<file path="src/include/frs_pkg.sv">
// Constants and types for the flash row erase/write sequencer
package frs_pkg;
  // Geometry
  localparam int ADDR_W = 15;
  localparam int ROW_W = 11;
  localparam int IDX_W = 4;
  localparam int DATA_W = 14;
  localparam int LATCHES = 16;
  localparam int ADDR_HI_W = 7;
  localparam int DATA_HI_W = 6;
  localparam logic [DATA_W-1:0] BLANK_WORD = 14'h3fff;
  // Unlock key bytes
  localparam logic [7:0] KEY_FIRST = 8'h55;
  localparam logic [7:0] KEY_SECOND = 8'haa;
  // Control register field positions
  localparam int CTRL_READ = 0;
  localparam int CTRL_WRITE_START = 1;
  localparam int CTRL_PROG_EN = 2;
  localparam int CTRL_ERROR = 3;
  localparam int CTRL_ERASE = 4;
  localparam int CTRL_LATCH_ONLY = 5;
  localparam int CTRL_CFG_SPACE = 6;
  localparam int CTRL_TOP = 7;
  // Timing
  localparam int CLK_KHZ = 10000;
  localparam int ERASE_TIME_US = 2000;
  localparam int WRITE_TIME_US = 2000;
  localparam int ERASE_CYC = (ERASE_TIME_US * CLK_KHZ) / 1000;
  localparam int WRITE_CYC = (WRITE_TIME_US * CLK_KHZ) / 1000;
  localparam int TMR_W = 24;

  typedef enum logic [6:0] {
    FRS_IDLE  = 7'h01,
    FRS_NOP1  = 7'h02,
    FRS_NOP2  = 7'h04,
    FRS_ERASE = 7'h08,
    FRS_PROG  = 7'h10,
    FRS_PWAIT = 7'h20,
    FRS_DONE  = 7'h40
  } frs_state_t;

  typedef enum logic [2:0] {
    FRS_KEY_IDLE  = 3'h1,
    FRS_KEY_FIRST = 3'h2,
    FRS_KEY_ARMED = 3'h4
  } frs_key_t;
endpackage

</file>
<file path="src/include/frs_latch_if.sv">
// Write latch array port between sequencer and latch memory
`timescale 1ns/1ps
interface frs_latch_if #(parameter int AW = 4, parameter int DW = 14);
  logic we;
  logic [AW-1:0] waddr;
  logic [DW-1:0] wdata;
  logic clear;
  logic [AW-1:0] raddr;
  logic [DW-1:0] rdata;
  modport mem (input we, waddr, wdata, clear, raddr, output rdata);
  modport seq (output we, waddr, wdata, clear, raddr, input rdata);
endinterface

</file>
<file path="src/core/frs_sequencer.sv">
// Flash row erase / latch load / row program sequencer
`timescale 1ns/1ps
module frs_sequencer
  import frs_pkg::*;
#(
  parameter int ERASE_CYCLES = ERASE_CYC,
  parameter int WRITE_CYCLES = WRITE_CYC
)
(
  // Clock and resets
  input wire logic clk,
  input wire logic resetn,
  input wire logic por_n,
  // Control and unlock writes
  input wire logic ctrl_we,
  input wire logic [7:0] ctrl_wdata,
  output logic [7:0] ctrl_rdata,
  input wire logic key_we,
  input wire logic [7:0] key_wdata,
  // Address and data writes
  input wire logic addr_high_we,
  input wire logic addr_low_we,
  input wire logic data_high_we,
  input wire logic data_low_we,
  input wire logic [7:0] byte_wdata,
  output logic [ADDR_W-1:0] flash_address,
  output logic [DATA_W-1:0] flash_data,
  // Processor control
  output logic cpu_force_nop,
  output logic cpu_stall,
  // Flash array
  output logic [ROW_W-1:0] flash_row,
  output logic flash_erase_start,
  output logic flash_word_we,
  output logic [IDX_W-1:0] flash_word_idx,
  output logic [DATA_W-1:0] flash_word_data
);
  logic rst_n;
  frs_state_t state_q, state_d;
  frs_key_t key_q, key_d;
  logic [ADDR_HI_W-1:0] adr_hi_q, adr_hi_d;
  logic [7:0] adr_lo_q, adr_lo_d;
  logic [DATA_HI_W-1:0] dat_hi_q, dat_hi_d;
  logic [7:0] dat_lo_q, dat_lo_d;
  logic en_q, en_d, cfg_q, cfg_d, latch_only_load_q, latch_only_load_d, ers_q, ers_d;
  logic wr_q, wr_d, err_q, err_d, mark_q, mark_d;
  logic op_erase_q, op_erase_d, op_latch_only_load_q, op_latch_only_load_d;
  logic [ROW_W-1:0] row_q, row_d;
  logic [IDX_W-1:0] idx_q, idx_d, ridx_q;
  logic [TMR_W-1:0] tmr_q, tmr_d;
  logic rdv_q, rdv_d, estart_q, estart_d;
  logic idle, other_we, start_try, go, done_op, busy;

  assign rst_n = resetn & por_n;

  frs_latch_if #(.AW(IDX_W), .DW(DATA_W)) lat ();

  frs_latch_mem #(.DEPTH(LATCHES)) u_frs_latch_mem (
    .clk(clk),
    .rst_n(rst_n),
    .lat(lat)
  );

  assign idle = (state_q == FRS_IDLE);
  assign other_we = ctrl_we | addr_high_we | addr_low_we |
    data_high_we | data_low_we;
  assign start_try = idle && ctrl_we && ctrl_wdata[CTRL_WRITE_START];
  assign go = start_try && (key_q == FRS_KEY_ARMED) &&
    ctrl_wdata[CTRL_PROG_EN] && !ctrl_wdata[CTRL_CFG_SPACE];

  // Unlock key tracker; any other write breaks the sequence
  always_comb
  begin
    key_d = key_q;
    if (key_we)
    begin
      if (key_wdata == KEY_FIRST)
        key_d = FRS_KEY_FIRST;
      else if (key_wdata == KEY_SECOND && key_q == FRS_KEY_FIRST)
        key_d = FRS_KEY_ARMED;
      else
        key_d = FRS_KEY_IDLE;
    end
    else if (other_we)
    begin
      key_d = FRS_KEY_IDLE;
    end
  end

  // Address and data byte registers
  always_comb
  begin
    adr_hi_d = adr_hi_q;
    adr_lo_d = adr_lo_q;
    dat_hi_d = dat_hi_q;
    dat_lo_d = dat_lo_q;
    if (idle && addr_high_we)
      adr_hi_d = byte_wdata[ADDR_HI_W-1:0];
    if (idle && addr_low_we)
      adr_lo_d = byte_wdata;
    if (idle && data_high_we)
      dat_hi_d = byte_wdata[DATA_HI_W-1:0];
    if (idle && data_low_we)
      dat_lo_d = byte_wdata;
  end

  // Sequencer
  always_comb
  begin
    state_d = state_q;
    op_erase_d = op_erase_q;
    op_latch_only_load_d = op_latch_only_load_q;
    row_d = row_q;
    idx_d = idx_q;
    tmr_d = tmr_q;
    estart_d = 1'b0;
    rdv_d = 1'b0;
    done_op = 1'b0;
    case (state_q)
      FRS_IDLE:
        if (go)
        begin
          op_erase_d = ctrl_wdata[CTRL_ERASE];
          op_latch_only_load_d = ctrl_wdata[CTRL_LATCH_ONLY];
          row_d = {adr_hi_q, adr_lo_q[7:IDX_W]};
          state_d = FRS_NOP1;
        end
      FRS_NOP1:
        state_d = FRS_NOP2;
      FRS_NOP2:
        if (op_erase_q)
        begin
          estart_d = 1'b1;
          tmr_d = TMR_W'(ERASE_CYCLES - 1);
          state_d = FRS_ERASE;
        end
        else if (op_latch_only_load_q)
        begin
          done_op = 1'b1;
          state_d = FRS_IDLE;
        end
        else
        begin
          idx_d = '0;
          state_d = FRS_PROG;
        end
      FRS_ERASE, FRS_PWAIT:
        if (tmr_q == '0)
          state_d = FRS_DONE;
        else
          tmr_d = tmr_q - TMR_W'(1);
      FRS_PROG:
      begin
        rdv_d = 1'b1;
        if (idx_q == IDX_W'(LATCHES - 1))
        begin
          tmr_d = TMR_W'(WRITE_CYCLES - 1);
          state_d = FRS_PWAIT;
        end
        else
          idx_d = idx_q + IDX_W'(1);
      end
      FRS_DONE:
      begin
        done_op = 1'b1;
        state_d = FRS_IDLE;
      end
      default:
        state_d = FRS_IDLE;
    endcase
  end

  // Latch port: load on accepted start unless erasing
  assign lat.we = go && !ctrl_wdata[CTRL_ERASE];
  assign lat.waddr = adr_lo_q[IDX_W-1:0];
  assign lat.wdata = {dat_hi_q, dat_lo_q};
  assign lat.clear = (state_q == FRS_DONE);
  assign lat.raddr = idx_q;

  assign busy = (state_q == FRS_ERASE) || (state_q == FRS_PROG) ||
    (state_q == FRS_PWAIT) || (state_q == FRS_DONE);

  // Control bits, error flag, reset-survivor mark
  always_comb
  begin
    en_d = en_q;
    cfg_d = cfg_q;
    latch_only_load_d = latch_only_load_q;
    ers_d = ers_q;
    wr_d = wr_q;
    err_d = err_q;
    if (idle && ctrl_we)
    begin
      en_d = ctrl_wdata[CTRL_PROG_EN];
      cfg_d = ctrl_wdata[CTRL_CFG_SPACE];
      latch_only_load_d = ctrl_wdata[CTRL_LATCH_ONLY];
      ers_d = ctrl_wdata[CTRL_ERASE];
      if (!ctrl_wdata[CTRL_ERROR])
        err_d = 1'b0;
    end
    if (go)
      wr_d = 1'b1;
    if (done_op)
    begin
      wr_d = 1'b0;
      if (op_erase_q)
        ers_d = 1'b0;
    end
    if (idle && mark_q)
      err_d = 1'b1;
    mark_d = busy && (state_q != FRS_DONE);
    if (!rst_n)
      mark_d = mark_q;
  end

  always_ff @(posedge clk or negedge por_n)
  begin
    if (!por_n)
      mark_q <= 1'b0;
    else
      mark_q <= mark_d;
  end

  always_ff @(posedge clk or negedge rst_n)
  begin
    if (!rst_n)
    begin
      state_q <= FRS_IDLE;
      key_q <= FRS_KEY_IDLE;
      adr_hi_q <= '0;
      adr_lo_q <= '0;
      dat_hi_q <= '0;
      dat_lo_q <= '0;
      en_q <= 1'b0;
      cfg_q <= 1'b0;
      latch_only_load_q <= 1'b0;
      ers_q <= 1'b0;
      wr_q <= 1'b0;
      err_q <= 1'b0;
      op_erase_q <= 1'b0;
      op_latch_only_load_q <= 1'b0;
      row_q <= '0;
      idx_q <= '0;
      ridx_q <= '0;
      tmr_q <= '0;
      rdv_q <= 1'b0;
      estart_q <= 1'b0;
    end
    else
    begin
      state_q <= state_d;
      key_q <= key_d;
      adr_hi_q <= adr_hi_d;
      adr_lo_q <= adr_lo_d;
      dat_hi_q <= dat_hi_d;
      dat_lo_q <= dat_lo_d;
      en_q <= en_d;
      cfg_q <= cfg_d;
      latch_only_load_q <= latch_only_load_d;
      ers_q <= ers_d;
      wr_q <= wr_d;
      err_q <= err_d;
      op_erase_q <= op_erase_d;
      op_latch_only_load_q <= op_latch_only_load_d;
      row_q <= row_d;
      idx_q <= idx_d;
      ridx_q <= idx_q;
      tmr_q <= tmr_d;
      rdv_q <= rdv_d;
      estart_q <= estart_d;
    end
  end

  assign ctrl_rdata = {1'b1, cfg_q, latch_only_load_q, ers_q, err_q, en_q, wr_q, 1'b0};
  assign flash_address = {adr_hi_q, adr_lo_q};
  assign flash_data = {dat_hi_q, dat_lo_q};
  assign cpu_force_nop = (state_q == FRS_NOP1) || (state_q == FRS_NOP2);
  assign cpu_stall = busy;
  assign flash_row = row_q;
  assign flash_erase_start = estart_q;
  assign flash_word_we = rdv_q;
  assign flash_word_idx = ridx_q;
  assign flash_word_data = lat.rdata;

  logic [5:0] words_q;
  always_ff @(posedge clk or negedge rst_n)
  begin
    if (!rst_n)
      words_q <= '0;
    else if (idle)
      words_q <= '0;
    else if (flash_word_we)
      words_q <= words_q + 6'h01;
  end
endmodule

</file>
<file path="src/core/frs_latch_mem.sv">
// Write latch memory with blank-on-clear and registered read
`timescale 1ns/1ps
module frs_latch_mem
  import frs_pkg::*;
#(
  parameter int DEPTH = LATCHES
)
(
  // Clock and reset
  input wire logic clk,
  input wire logic rst_n,
  // Latch port
  frs_latch_if.mem lat
);
  logic [DATA_W-1:0] mem_q [DEPTH];
  logic [DEPTH-1:0] vld_q;
  logic [DEPTH-1:0] vld_d;
  logic [DATA_W-1:0] rd_q;
  logic [DATA_W-1:0] rd_d;

  // Loaded flags; an unloaded entry reads blank
  for (genvar i = 0; i < DEPTH; i++)
  begin : g_vld
    assign vld_d[i] = lat.clear ? 1'b0 :
      ((lat.we && (int'(lat.waddr) == i)) ? 1'b1 : vld_q[i]);
  end

  always_comb
  begin
    rd_d = BLANK_WORD;
    if ((int'(lat.raddr) < DEPTH) && vld_q[lat.raddr])
    begin
      rd_d = mem_q[lat.raddr];
    end
  end

  always_ff @(posedge clk)
  begin
    if (lat.we && (int'(lat.waddr) < DEPTH))
    begin
      mem_q[lat.waddr] <= lat.wdata;
    end
  end

  always_ff @(posedge clk or negedge rst_n)
  begin
    if (!rst_n)
    begin
      vld_q <= '0;
      rd_q <= BLANK_WORD;
    end
    else
    begin
      vld_q <= vld_d;
      rd_q <= rd_d;
    end
  end

  assign lat.rdata = rd_q;
endmodule

</file>
<file path="config.mk">
export PLATFORM = sky130hd
export DESIGN_NAME = frs_sequencer
export DESIGN_NICKNAME = d
export VERILOG_FILES = /design/src/include/frs_pkg.sv /design/src/include/frs_latch_if.sv /design/src/core/frs_sequencer.sv /design/src/core/frs_latch_mem.sv
export SDC_FILE = /design/constraint.sdc
export NUM_CORES = 1
export LEC_CHECK = 0
export ABC_AREA = 1
export BUFFER_PORTS_ARGS = -buffer_cell sky130_fd_sc_hd__buf_4
export CELL_PAD_IN_SITES_DETAIL_PLACEMENT = 2
export CELL_PAD_IN_SITES_GLOBAL_PLACEMENT = 2
export CORE_MARGIN = 3
export CORE_UTILIZATION = 41
export DETAILED_ROUTE_END_ITERATION = 8
export PLACE_DENSITY = 0.85
export REMOVE_ABC_BUFFERS = 1
export SLEW_MARGIN = 5
export SYNTH_ARGS = -nofsm -noshare
export SYNTH_HDL_FRONTEND = slang
export SYNTH_HIERARCHICAL = 1
export SYNTH_SLANG_ARGS = --single-unit
export TNS_END_PERCENT = 1
</file>
<file path="constraint.sdc">
create_clock -name clk -period 5.9 [get_ports clk]
set_input_delay 0.59 -clock clk [delete_from_list [all_inputs] [get_ports clk]]
set_output_delay 0.59 -clock clk [all_outputs]
set_load 0.005 [all_outputs]
</file>
==> results.sh <==
export IMPL_status="finished, final reports clean"
export IMPL_cts_sink_count=347
export IMPL_p_per_area_nw_per_um2=301
export IMPL_clkTransAtPathRegs_ns=0.06
export IMPL_nNetsFinal=1795
export IMPL_max_slew_margin_rel_pct=28.7
export IMPL_cts_tree="done"
export IMPL_ys_ff_latch=347
export IMPL_synth_edff_count=224
export IMPL_die_width_um=200
export IMPL_syn2layout_area_growth_pct=16.0
export IMPL_grt_pass1_wl_mm=81.9
export IMPL_crit_fanout=17
export IMPL_ys_types=33
export IMPL_dp_slack_ns=2.50
export IMPL_crit_start="state_q[0]"
export IMPL_antenna_cells=0
export IMPL_drtPass1Iterations=5
export IMPL_synth_area_leaders="edfxtp_1, dfrtp_1, nand2_1, inv_1, nand3_1"
export IMPL_yosys_area_top_type_share_pct=43.4
export IMPL_globalRouteTotalUtil_pct=26.4
export IMPL_ant_nets=0
export IMPL_cpPeakStageDelay_ns=0.70
export IMPL_worst_slack_ns=2.44
export IMPL_yosys_warnings=6
export IMPL_post_dp_hpwl_mm=31.6
export IMPL_clock_latency_ns=0.57
export IMPL_finalCritPeriodShare_pct=58.6
export IMPL_fin_area_sq_um=18000
export IMPL_ir_worst_vdd_uv=215
export IMPL_syn_inst=1669
export IMPL_syn_area_sq_um=15500
export IMPL_syn_avg_cell_area_sq_um=9.29
export IMPL_cp_required_ns=6.07
export IMPL_setup_violations=0
export IMPL_finalHoldViolations=0
export IMPL_async_reset_ff_share_pct=35.4
export IMPL_drive_above_1_share_pct=12.3
export IMPL_core_sq_um=37000
export IMPL_start_util_pct=41.9
export IMPL_fin_crit_ns=3.46
export IMPL_timing_rr_start="state_q[0]"
export IMPL_root_buffer="clkbuf_16"
export IMPL_grt_pass1_vias=14000
export IMPL_grt_max_degree=87
export IMPL_drcViolationCount=0
export IMPL_crit_chain="inv_1 > nor2_1 > nand2_1 > nor2_8 > nand4_4 > nor2_1 > inv_1 > nor3_1 > nand2_1 > inv_1"
export IMPL_reg2reg_slack_ns=2.44
export IMPL_setup_tns_ns=0
export IMPL_synth_commonest_cells="nand2_1, inv_1, edfxtp_1"
export IMPL_ys_seq_area_share_pct=63.4
export IMPL_start_kind="register"
export IMPL_yosysTopAreaCell="edfxtp_1"
export IMPL_htreeDepth=2
export IMPL_synth_main_ff_cell="edfxtp_1"
export IMPL_yosysMostFrequentCell="nand2_1"
export IMPL_postCtsSetupBuffers=0
export IMPL_io_buffers=98
export IMPL_r2r_end="u_frs_latch_mem/mem_q[14][2]"
export IMPL_finalWeightedCongestion=0.760
export IMPL_max_freq_mhz=289
export IMPL_slew_violations=0
export IMPL_avgRoutedWirePerCell_um=23.3
export IMPL_rr_worst_depth=10
export IMPL_route_vias_total=12000
export IMPL_p_leak_nw=8.65
export IMPL_grt_ovfl_total=0
export IMPL_rsz0062_at_grt="no"
export IMPL_wl_mm=53.5
export IMPL_die_area_sq_um=40200
export IMPL_cts_hold_buf=1
export IMPL_clockBufferDepth=3
export IMPL_place_area_sq_um=16600
export IMPL_die_h_um=200
export IMPL_cp_end_kind="register"
export IMPL_ioPinCount=103
export IMPL_drtIter0Drc=711
export IMPL_path_class="reg2reg"
export IMPL_viasPerCell=5.25
export IMPL_num_rows=70
export IMPL_arrival_ns=3.63
export IMPL_antenna_found_initial=0
export IMPL_tightest_slew_ns=1.07
export IMPL_cts_made_buffers=40
export IMPL_drv_cap=0
export IMPL_post_cts_resized=0
export IMPL_skew_ns=0.0286
export IMPL_worst_path_most_repeated_cell="inv_1"
export IMPL_hp_class="in2async"
export IMPL_slowest_stage="inv_1"
[layout by cell type, fill, tap and decap left out, types with 4 or more instances in the layout]
cell type | netlist | routed
clkinv_1 | 1 | 4
inv_2 | 6 | 5
nand2_2 | 6 | 6
inv_1 | 291 | 290
clkinv_2 | 0 | 6
buf_4 | 18 | 117
clkbuf_8 | 0 | 7
o21ai_1 | 20 | 20
dfstp_2 | 16 | 16
nand3_1 | 204 | 204
nand2_1 | 546 | 546
dfrtp_1 | 107 | 105
xor2_1 | 10 | 10
o21ai_0 | 36 | 36
nor3_1 | 7 | 6
bufinv_16 | 0 | 4
nand4_1 | 12 | 12
edfxtp_1 | 224 | 224
nor2_1 | 75 | 75
a21oi_1 | 16 | 16
clkbuf_16 | 0 | 41
clkbuf_1 | 7 | 11
[final cells by class]
| class | count | area, sq um |
|---|---|---|
| inverters | 298 | 1120 |
| well taps | 504 | 631 |
| multi-input cells | 954 | 4160 |
| flip-flops and latches | 347 | 9830 |
| repair buffers | 118 | 888 |
| fillers | 3941 | 19000 |
| clock inverters | 15 | 181 |
| clock buffers | 59 | 1160 |
[power breakdown]
part,total [mW],switching (mW),internal (mW)
combinational,0.149,0.0963,0.0529
clock,2.59,1.05,1.54
sequential,2.68,0.0477,2.63
total,5.42,1.19,4.23
[sequential cells by signal, indices dropped and copies added (netlist names), 3 cells and up]
signal,cells
u_frs_latch_mem/mem_q,224
tmr_q,24
u_frs_latch_mem/vld_q,16
u_frs_latch_mem/lat.rdata,14
flash_row,11
adr_lo_q,8
dat_lo_q,8
adr_hi_q,7
state_q,7
dat_hi_q,6
flash_word_idx,4
idx_q,4
key_q,3
[how the worst max path moves through the flow]
stage                     depth (start not counted)                       endpoint
after floorplan                                   7   u_frs_latch_mem/lat.rdata[0]
after global placement                           10  u_frs_latch_mem/mem_q[13][10]
after detailed placement                         10   u_frs_latch_mem/mem_q[14][3]
after CTS                                        10   u_frs_latch_mem/mem_q[11][7]
after global routing                             10   u_frs_latch_mem/mem_q[6][10]
final                                            10   u_frs_latch_mem/mem_q[14][2]
[kinds of logic after synthesis]
| group | Yosys count | share of synthesized area [%] |
|---|---|---|
| simple gates | 864 | 23.5 |
| xor+xnor | 10 | 0.565 |
| buf+inv | 368 | 9.80 |
| compound gates | 75 | 2.46 |
| other cells | 2 | 0.0484 |
| flops | 347 | 63.4 |
| fa+ha+maj | 3 | 0.242 |
[worst max-delay path, delay by kind of cell (launching register included)]
kind / cells / cell delay (ns)
simple gates: 7 / 1.63
buf+inv: 3 / 0.92
flops: 1 / 0.52
[metrics by stage]
step | std cells | util, % | hold WS [ns] | power [mW]
6_report | 2295 | 48.6 | 0.247 | 5.42
5_1_grt | 2295 | 48.6 | 0.272 | 5.57
4_1_cts | 2295 | 48.6 | 0.243 | 5.47
3_5_place_dp | 2220 | 45.0 | 0.373 | 2.87
3_3_place_gp | 2220 | 45.0 | 0.371 | 2.86
2_1_floorplan | 1599 | - | 0.294 | 2.76
[per-layer routing]
layer | track usage, % | routed length (um)
met5 | 0 | 0
met4 | 8.08 | 1390
met3 | 5.66 | 3070
met2 | 48.2 | 28000
met1 | 31.0 | 21100
No activity file was read; power rests on OpenSTA's default activity.
